<file path="src/dmd_pkg.sv">
// package of encodings and constants for the data-move instruction decoder
// Notes on behaviour
// - register fields are plain 4-bit indices, 0000 is register 0, 1111 is 15
// - displacement scaled by 1, 2 or 4 for byte, word, longword
// - register moves finish in one cycle, memory moves in two, when memory inserts no waits
// - fetch and data access contending stretches execution by extra cycles
// - next instruction using a register being loaded stalls until data arrives
// - moves never alter the T flag of the status register
// - immediate move sign-extends 8-bit immediate into destination
// - PC-relative word load at PC plus disp times two, sign-extended
// - PC-relative longword load at PC plus disp times four, unchanged
// - register-indirect loads sign-extend byte and word, longword unchanged
// - pre-decrement store lowers address register by size, then stores
// - post-increment load reads, sign-extends, then raises register by size
// - byte and word displacement stores take data from register zero
// - longword displacement store writes source at base plus disp times four
// - byte and word displacement loads sign-extend into register zero
// - indexed stores address register zero plus destination register
package dmd_pkg;
    typedef enum logic [1:0] {
        SZ_BYTE = 2'h0,
        SZ_WORD = 2'h1,
        SZ_LONG = 2'h2
    } dmd_size_t;

    typedef enum logic [1:0] {
        ST_IDLE  = 2'h0,
        ST_WAIT  = 2'h1
    } dmd_state_t;

    localparam logic [3:0] OPC_IMM     = 4'he;
    localparam logic [3:0] OPC_PCW     = 4'h9;
    localparam logic [3:0] OPC_PCL     = 4'hd;
    localparam logic [3:0] OPC_GRP6    = 4'h6;
    localparam logic [3:0] OPC_GRP2    = 4'h2;
    localparam logic [3:0] OPC_GRP8    = 4'h8;
    localparam logic [3:0] OPC_DSTL    = 4'h1;
    localparam logic [3:0] OPC_DLDL    = 4'h5;
    localparam logic [3:0] OPC_GRP0    = 4'h0;
    localparam logic [3:0] SUB_MOVRR   = 4'h3;
    localparam logic [3:0] SUB_8_STB   = 4'h0;
    localparam logic [3:0] SUB_8_STW   = 4'h1;
    localparam logic [3:0] SUB_8_LDB   = 4'h4;
    localparam logic [3:0] SUB_8_LDW   = 4'h5;
    localparam int         T_BIT       = 0;
    localparam logic [31:0] REG_RESET  = 32'h0000_0000;
    localparam logic [31:0] SR_RESET   = 32'h0000_0000;
endpackage : dmd_pkg
</file>
<file path="src/dmd_move_decode.sv">
// decode and execution of the data-move instructions with register file
`timescale 1ns/10ps
`default_nettype none
module dmd_move_decode
    import dmd_pkg::*;
#(
    parameter int DW = 32
) (
    // clock and reset
    input  wire logic          sys_clk,
    input  wire logic          rstn,
    // instruction fetch side
    input  wire logic          insnValid,
    input  wire logic [15:0]   insnCode,
    input  wire logic [DW-1:0] insnPc,
    input  wire logic          fetchBusy,
    output logic               insnReady,
    // data memory side
    output logic               memReq,
    output logic               memWrite,
    output logic [1:0]         memSize,
    output logic [DW-1:0]      memAddr,
    output logic [DW-1:0]      memWdata,
    input  wire logic          memAck,
    input  wire logic [DW-1:0] memRdata,
    // status and debug view
    output logic               statusT,
    input  wire logic          setT,
    input  wire logic          setTValue,
    output logic               moveDone,
    output logic [DW-1:0]      reg0View
);
    logic [DW-1:0] gpr_r [16];
    logic [DW-1:0] statusReg_r;
    dmd_state_t    state_r;

    // latched memory operation
    logic          pendLoad_r;
    logic [3:0]    pendDst_r;
    dmd_size_t     pendSize_r;
    logic          pendSext_r;
    logic          done_r;

    function automatic logic [DW-1:0] sizeScale(input dmd_size_t sz, input logic [7:0] d);
        logic [DW-1:0] z;
        z = DW'(d);
        case (sz)
            SZ_BYTE: sizeScale = z;
            SZ_WORD: sizeScale = z << 1;
            default: sizeScale = z << 2;
        endcase
    endfunction : sizeScale

    function automatic logic [DW-1:0] extendData(input dmd_size_t sz, input logic sx,
                                                 input logic [DW-1:0] v);
        case (sz)
            SZ_BYTE: extendData = sx ? {{(DW-8){v[7]}}, v[7:0]} : DW'(v[7:0]);
            SZ_WORD: extendData = sx ? {{(DW-16){v[15]}}, v[15:0]} : DW'(v[15:0]);
            default: extendData = v;
        endcase
    endfunction : extendData

    // field decode
    logic [3:0]    op;
    logic [3:0]    rn;
    logic [3:0]    rm;
    logic [3:0]    lo;
    assign op = insnCode[15:12];
    assign rn = insnCode[11:8];
    assign rm = insnCode[7:4];
    assign lo = insnCode[3:0];

    // decoded action
    logic          isMove;
    logic          isMem;
    logic          isWrite;
    logic          sext;
    dmd_size_t     sz;
    logic [DW-1:0] addr;
    logic [DW-1:0] wdata;
    logic          regWr;
    logic [3:0]    regIdx;
    logic [DW-1:0] regVal;
    logic          updWr;
    logic [3:0]    updIdx;
    logic [DW-1:0] updVal;
    logic [3:0]    ldDst;
    logic [3:0]    srcA;
    logic [3:0]    srcB;
    logic          usesA;
    logic          usesB;

    always_comb begin
        isMove  = 1'b0;
        isMem   = 1'b0;
        isWrite = 1'b0;
        sext    = 1'b0;
        sz      = SZ_LONG;
        addr    = '0;
        wdata   = '0;
        regWr   = 1'b0;
        regIdx  = rn;
        regVal  = '0;
        updWr   = 1'b0;
        updIdx  = rn;
        updVal  = '0;
        ldDst   = rn;
        srcA    = rm;
        srcB    = rn;
        usesA   = 1'b0;
        usesB   = 1'b0;
        case (op)
            OPC_IMM: begin
                isMove = 1'b1;
                regWr  = 1'b1;
                regVal = {{(DW-8){insnCode[7]}}, insnCode[7:0]};
            end
            OPC_PCW: begin
                isMove = 1'b1;
                isMem  = 1'b1;
                sz     = SZ_WORD;
                sext   = 1'b1;
                addr   = insnPc + sizeScale(SZ_WORD, insnCode[7:0]);
            end
            OPC_PCL: begin
                isMove = 1'b1;
                isMem  = 1'b1;
                addr   = insnPc + sizeScale(SZ_LONG, insnCode[7:0]);
            end
            OPC_DSTL: begin
                isMove  = 1'b1;
                isMem   = 1'b1;
                isWrite = 1'b1;
                usesA   = 1'b1;
                usesB   = 1'b1;
                addr    = gpr_r[rn] + sizeScale(SZ_LONG, {4'h0, lo});
                wdata   = gpr_r[rm];
            end
            OPC_DLDL: begin
                isMove = 1'b1;
                isMem  = 1'b1;
                usesA  = 1'b1;
                addr   = gpr_r[rm] + sizeScale(SZ_LONG, {4'h0, lo});
            end
            OPC_GRP8: begin
                sz    = dmd_size_t'({1'b0, rn[0]});
                usesA = 1'b1;
                srcA  = rm;
                if (rn == SUB_8_STB || rn == SUB_8_STW) begin
                    isMove  = 1'b1;
                    isMem   = 1'b1;
                    isWrite = 1'b1;
                    usesB   = 1'b1;
                    srcB    = 4'h0;
                    addr    = gpr_r[rm] + sizeScale(sz, {4'h0, lo});
                    wdata   = gpr_r[0];
                end else if (rn == SUB_8_LDB || rn == SUB_8_LDW) begin
                    isMove = 1'b1;
                    isMem  = 1'b1;
                    sext   = 1'b1;
                    ldDst  = 4'h0;
                    addr   = gpr_r[rm] + sizeScale(sz, {4'h0, lo});
                end
            end
            OPC_GRP2: begin
                sz    = dmd_size_t'(lo[1:0]);
                usesA = 1'b1;
                usesB = 1'b1;
                wdata = gpr_r[rm];
                if (lo[3:2] == 2'h0 && lo[1:0] != 2'h3) begin
                    isMove  = 1'b1;
                    isMem   = 1'b1;
                    isWrite = 1'b1;
                    addr    = gpr_r[rn];
                end else if (lo[3:2] == 2'h1 && lo[1:0] != 2'h3) begin
                    isMove  = 1'b1;
                    isMem   = 1'b1;
                    isWrite = 1'b1;
                    updVal  = gpr_r[rn] - sizeScale(sz, 8'h01);
                    updWr   = 1'b1;
                    addr    = updVal;
                end
            end
            OPC_GRP6: begin
                sz    = dmd_size_t'(lo[1:0]);
                usesA = 1'b1;
                if (lo == SUB_MOVRR) begin
                    isMove = 1'b1;
                    regWr  = 1'b1;
                    regVal = gpr_r[rm];
                end else if (lo[3] == 1'b0 && lo[1:0] != 2'h3) begin
                    isMove = 1'b1;
                    isMem  = 1'b1;
                    sext   = 1'b1;
                    addr   = gpr_r[rm];
                    if (lo[2]) begin
                        updWr  = 1'b1;
                        updIdx = rm;
                        updVal = gpr_r[rm] + sizeScale(sz, 8'h01);
                    end
                end
            end
            OPC_GRP0: begin
                sz    = dmd_size_t'(lo[1:0]);
                usesA = 1'b1;
                usesB = 1'b1;
                srcB  = 4'h0;
                if (lo[3:2] == 2'h1 && lo[1:0] != 2'h3) begin
                    isMove  = 1'b1;
                    isMem   = 1'b1;
                    isWrite = 1'b1;
                    addr    = gpr_r[0] + gpr_r[rn];
                    wdata   = gpr_r[rm];
                end
            end
            default: isMove = 1'b0;
        endcase
    end

    // load-use hazard against the load still in flight
    logic hazard;
    assign hazard = pendLoad_r && ((usesA && srcA == pendDst_r) || (usesB && srcB == pendDst_r) ||
                    (op == OPC_GRP2 && rn == pendDst_r) || (op == OPC_GRP8 && pendDst_r == 4'h0));

    // stall when fetch contends, a hazard exists, or memory has not answered
    assign insnReady = (state_r == ST_IDLE) && !fetchBusy && !hazard;
    logic take;
    assign take = insnValid && insnReady && isMove;

    always_ff @(posedge sys_clk or negedge rstn) begin
        if (!rstn) begin
            state_r    <= ST_IDLE;
            pendLoad_r <= 1'b0;
            pendDst_r  <= 4'h0;
            pendSize_r <= SZ_LONG;
            pendSext_r <= 1'b0;
        end else begin
            case (state_r)
                ST_IDLE: begin
                    if (take && isMem) begin
                        state_r    <= ST_WAIT;
                        pendLoad_r <= !isWrite;
                        pendDst_r  <= ldDst;
                        pendSize_r <= sz;
                        pendSext_r <= sext;
                    end
                end
                ST_WAIT: begin
                    if (memAck) begin
                        state_r    <= ST_IDLE;
                        pendLoad_r <= 1'b0;
                    end
                end
                default: state_r <= ST_IDLE;
            endcase
        end
    end

    // memory request held until acknowledge
    always_ff @(posedge sys_clk or negedge rstn) begin
        if (!rstn) begin
            memReq   <= 1'b0;
            memWrite <= 1'b0;
            memSize  <= 2'h0;
            memAddr  <= REG_RESET;
            memWdata <= REG_RESET;
        end else if (take && isMem) begin
            memReq   <= 1'b1;
            memWrite <= isWrite;
            memSize  <= sz;
            memAddr  <= addr;
            memWdata <= wdata;
        end else if (memAck) begin
            memReq <= 1'b0;
        end
    end

    // register file writes; move result, base update and load result
    always_ff @(posedge sys_clk or negedge rstn) begin
        if (!rstn) begin
            for (int i = 0; i < 16; i++) begin
                gpr_r[i] <= REG_RESET;
            end
        end else begin
            if (take && updWr) begin
                gpr_r[updIdx] <= updVal;
            end
            if (take && regWr) begin
                gpr_r[regIdx] <= regVal;
            end
            if (state_r == ST_WAIT && memAck && pendLoad_r) begin
                gpr_r[pendDst_r] <= extendData(pendSize_r, pendSext_r, memRdata);
            end
        end
    end

    // T flag changed only by the outside control path
    always_ff @(posedge sys_clk or negedge rstn) begin
        if (!rstn) begin
            statusReg_r <= SR_RESET;
        end else if (setT) begin
            statusReg_r[T_BIT] <= setTValue;
        end
    end

    always_ff @(posedge sys_clk or negedge rstn) begin
        if (!rstn) begin
            done_r <= 1'b0;
        end else begin
            done_r <= (take && !isMem) || (state_r == ST_WAIT && memAck);
        end
    end

    assign statusT  = statusReg_r[T_BIT];
    assign moveDone = done_r;
    assign reg0View = gpr_r[0];

    t_kept_a: assert property (@(posedge sys_clk) disable iff (!rstn)
        (take && !setT) |=> $stable(statusT)) else $error("move changed T flag");
    one_cycle_a: assert property (@(posedge sys_clk) disable iff (!rstn)
        (take && !isMem) |=> moveDone) else $error("register move not done in one cycle");
    fetch_stall_a: assert property (@(posedge sys_clk) disable iff (!rstn)
        fetchBusy |-> !insnReady) else $error("ready during fetch contention");
    load_use_a: assert property (@(posedge sys_clk) disable iff (!rstn)
        (pendLoad_r && usesA && srcA == pendDst_r) |-> !insnReady) else $error("load-use not stalled");
    imm_sext_a: assert property (@(posedge sys_clk) disable iff (!rstn)
        (take && op == OPC_IMM && rn == 4'h0) |=> reg0View == {{(DW-8){$past(insnCode[7])}}, $past(insnCode[7:0])})
        else $error("immediate not sign-extended");
    pcw_addr_a: assert property (@(posedge sys_clk) disable iff (!rstn)
        (take && op == OPC_PCW) |=> memAddr == $past(insnPc) + DW'({$past(insnCode[7:0]), 1'b0}))
        else $error("word PC-relative address wrong");
    pcl_addr_a: assert property (@(posedge sys_clk) disable iff (!rstn)
        (take && op == OPC_PCL) |=> memAddr == $past(insnPc) + DW'({$past(insnCode[7:0]), 2'b00}))
        else $error("long PC-relative address wrong");
    disp_store_a: assert property (@(posedge sys_clk) disable iff (!rstn)
        (take && op == OPC_GRP8 && rn == SUB_8_STB) |=> memWrite && memWdata == $past(reg0View))
        else $error("displacement store data not register zero");
    wait_hold_a: assert property (@(posedge sys_clk) disable iff (!rstn)
        (memReq && !memAck) |=> memReq && $stable(memAddr)) else $error("request dropped before ack");

    store_c: cover property (@(posedge sys_clk) disable iff (!rstn) take && isMem && isWrite);
    load_c: cover property (@(posedge sys_clk) disable iff (!rstn) take && isMem && !isWrite);
    hazard_c: cover property (@(posedge sys_clk) disable iff (!rstn) insnValid && hazard);
endmodule : dmd_move_decode
`default_nettype wire

</file>
<file path="config.mk">
export PLATFORM = sky130hd
export DESIGN_NAME = dmd_move_decode
export DESIGN_NICKNAME = d
export VERILOG_FILES = /design/src/dmd_pkg.sv /design/src/dmd_move_decode.sv
export SDC_FILE = /design/constraint.sdc
export NUM_CORES = 2
export LEC_CHECK = 0
export BUFFER_PORTS_ARGS = -buffer_cell sky130_fd_sc_hd__buf_2
export CORE_MARGIN = 4
export CORE_UTILIZATION = 50
export DETAILED_ROUTE_END_ITERATION = 8
export HOLD_SLACK_MARGIN = 0.06
export PLACE_DENSITY_LB_ADDON = 0.15
export SYNTH_ARGS = -nofsm -noshare
export SYNTH_HDL_FRONTEND = slang
export SYNTH_SLANG_ARGS = --single-unit
</file>
<file path="constraint.sdc">
create_clock -name sys_clk -period 6.7 [get_ports sys_clk]
set_clock_uncertainty 0.2 [all_clocks]
set_input_delay 1.34 -clock sys_clk [delete_from_list [all_inputs] [get_ports sys_clk]]
set_output_delay 1.34 -clock sys_clk [all_outputs]
set_load 0.005 [all_outputs]
</file>
==> results.json <==
{
  "outcome": "complete, no violations",
  "hold_viol_final": 0,
  "fin_crit_sh_pct": 91.49,
  "dp_slack_ns": 0.1233,
  "irDropWorstVdd_v": 0.0001736,
  "firstDrtPassIters": 9,
  "clockBufferDepth": 3,
  "path_depth": 15,
  "ff2ff_setup_slack_ns": 1.25,
  "synth-seq-cells": 591,
  "path_class": "primary input to flip-flop",
  "ys_seq_area_share_pct": 31.13,
  "wl_per_cell_um": 34.26,
  "power_density_nw_per_um2": 240.3,
  "cts_setup_buffers": 0,
  "grt_pass1_wl_um": 335200,
  "postPlaceCellArea_um2": 50560,
  "wirelength_um": 235800,
  "crit_family": "compound AO/OA/AOI/OAI gates",
  "antenna_found_initial": 5,
  "cts_max_level": 3,
  "period_needed_ns": 6.130,
  "cts_tree": "built",
  "die_h_um": 316.2,
  "synth_edf_count": 0,
  "drc": 0,
  "rsz0062_at_grt": "false",
  "async_flop_share_pct": 100.0,
  "syn-num-nets": 5755,
  "max_freq_ghz": 0.1631,
  "r2r_end": "memAddr[30]",
  "layout_setup_ws_ns": 0.5700,
  "cts_made_buffers": 75,
  "p_leak_nw": 21.73,
  "clk_latency_ns": 0.68,
  "cpPeakStageDelay_ns": 0.86,
  "num-nets-final": 5734,
  "r2r-start": "reg0View[0]",
  "die_w_um": 316.2,
  "final_cell_mix": "1109 x a21oi_1, 743 x nor2_1, 590 x dfrtp_1, 312 x nor3_1, 288 x buf_4",
  "synth.distinct_cells": 90,
  "io_pins": 190,
  "drtAntennaViolNets": 0,
  "utilization_pct": 56.52,
  "crit_start": "insnCode[11]",
  "path_cells": "buf_2, and2_1, a22oi_1, nand2_1, ha_1, a2111oi_0, a211oi_1, o31a_1, o21ai_0, a21oi_1, o21ai_0, a211oi_1, o31a_1, or3_1, a41oi_1",
  "final_common_cell": "a21oi_1",
  "synth_top_cell_area_share_pct": 31.08,
  "rr_worst_depth": 14,
  "rows": 112,
  "worst_pin_slew_ns": 1.412,
  "syn_inst": 5598,
  "cp_max_fo": 10,
  "start_util_pct": 50.67,
  "syn2layout_area_growth_pct": 11.54,
  "post-dp-hpwl_um": 160200,
  "track_usage_pct": 46.07,
  "io_buffers": 189,
  "layout-drive-gt1-share_pct": 18.00,
  "grt_overflow": 0,
  "grt_max_degree": 155,
  "slew_violations": 0,
  "synth.avg_cell_area_um2": 8.486,
  "cp-endpoint": "memAddr[30]",
  "cp_data_required_time_ns": 7.07,
  "cp-start-kind": "primary input",
  "setup_viol": 0,
  "vias": 50740,
  "worst-endpoint-arrival_ns": 6.50,
  "drtIter0Drc": 8588,
  "synthFlopType": "dfrtp_1",
  "fin_area_um2": 52980,
  "synth_largest_area_cell": "dfrtp_1",
  "grt_pass1_vias": 47110,
  "path_clk_slew_ns": 0.05,
  "gp_congestion": 1.055,
  "max_cap_viol_count": 0,
  "ys_warn_count": 0,
  "core_area_um2": 93750,
  "root_buffer": "clkbuf_16",
  "min_path_type": "flip-flop to flip-flop",
  "worst_setup_path_end_kind": "flip-flop",
  "maxSlewHeadroom_pct": 5.189,
  "synth_area_leaders": "dfrtp_1 31%, mux4_2 13%, a21oi_1 12%, nor2_1 5.9%, nor3_1 3.4%",
  "netlist_area_um2": 47500,
  "cts_sinks": 591,
  "vias_per_cell": 7.371,
  "dieArea_um2": 100000,
  "hold_buffers": 0,
  "path_buf_inv": 1,
  "slowest_stage": "and2_1",
  "ctsResizeCount": 0
}
## per-stage QoR
stage | instances | hold WS (ns) | setup TNS (ns) | total power, mW
4_1_cts | 6881 | 0.2880 | 0 | 12.55
5_1_grt | 6881 | 0.3098 | 0 | 13.16
2_1_floorplan | 5598 | 0.2733 | -0.08896 | 6.985
3_3_place_gp | 6754 | 0.2756 | -0.03920 | 8.389
6_report | 6883 | 0.2892 | 0 | 12.73
3_5_place_dp | 6754 | 0.2763 | 0 | 8.449
## area by class of cell
class                   count  area, um^2
diodes                      2       5.005
clock buffers             115        2291
clock inverters            12       126.4
fillers                  8598       40770
inverters                  40       150.1
multi-input cells        4363       30300
flip-flops and latches    591       14790
well taps                1254        1569
repair buffers            506        3755
## report_power, final
part | leakage (nW) | switching (mW) | internal [mW] | total (mW)
sequential | 8.01 | 0.617 | 4.09 | 4.70
clock | 1.19 | 1.74 | 2.41 | 4.15
combinational | 12.5 | 2.28 | 1.60 | 3.88
## synth_stat cells, types with 28 or more instances
| library cell | instances |
|---|---|
| o221ai_1 | 95 |
| xnor2_1 | 107 |
| mux4_2 | 264 |
| nor4_1 | 44 |
| clkbuf_1 | 382 |
| o22a_1 | 37 |
| nand3_1 | 152 |
| a221oi_1 | 53 |
| nand2_1 | 294 |
| buf_4 | 52 |
| a211oi_1 | 136 |
| nor2_1 | 750 |
| o211ai_1 | 29 |
| xor2_1 | 78 |
| o22ai_1 | 38 |
| nor3_1 | 318 |
| a221o_1 | 35 |
| dfrtp_1 | 590 |
| buf_1 | 33 |
| a21o_1 | 28 |
| a31oi_1 | 29 |
| mux2i_1 | 99 |
| buf_2 | 122 |
| inv_1 | 34 |
| o21ai_0 | 100 |
| a21oi_1 | 1115 |
| ha_1 | 63 |
| a22oi_1 | 140 |
## worst register-to-register path: cells and delay by family (launching register included)
kind | cells | cell delay (ns)
flip-flops | 1 | 0.51
adder cells (fa/ha/maj) | 2 | 0.72
AND/OR/NAND/NOR | 2 | 0.44
AO/OA/AOI/OAI | 8 | 2.36
multiplexers | 2 | 1.11
## registers in the layout, indices dropped and copies added, names as in the netlist, 2 cells and up
register and cells:
memAddr 32, pendDst_r 4, memSize 2, memWdata 32
reg0View 32, pendSize_r 2, gpr_r 480
## worst min-delay path by stage
stage | slack (ns) | to | startpoint | depth (start not counted)
final | 0.29 | memAddr[6] | memAddr[6] | 2
after global routing | 0.31 | memAddr[8] | memAddr[8] | 1
after CTS | 0.29 | memAddr[6] | memAddr[6] | 2
after detailed placement | 0.28 | memAddr[6] | memAddr[6] | 2
after global placement | 0.28 | memSize[0] | memSize[0] | 1
after floorplan | 0.27 | memAddr[6] | memAddr[6] | 2
## cells by family after synthesis
group           share of synthesized area, %
mux                                    14.72
flops                                  31.13
buf+inv                                6.058
fa+ha+maj                              1.954
compound gates                         25.54
xor+xnor                               3.411
simple gates                           17.18
## routing by layer
| metal | share of wire (%) | vias to the layer above | GRT usage, % | routed length, um |
|---|---|---|---|---|
| li1 | - | 21000 | - | - |
| met1 | 35 | 24190 | 58.44 | 82730 |
| met2 | 41 | 4449 | 65.72 | 95830 |
| met3 | 17 | 1086 | 19.73 | 39920 |
| met4 | 7.3 | 6 | 26.71 | 17320 |
| met5 | 0.018 | - | 0 | 43 |
No activity file was read; power rests on OpenSTA's default activity.
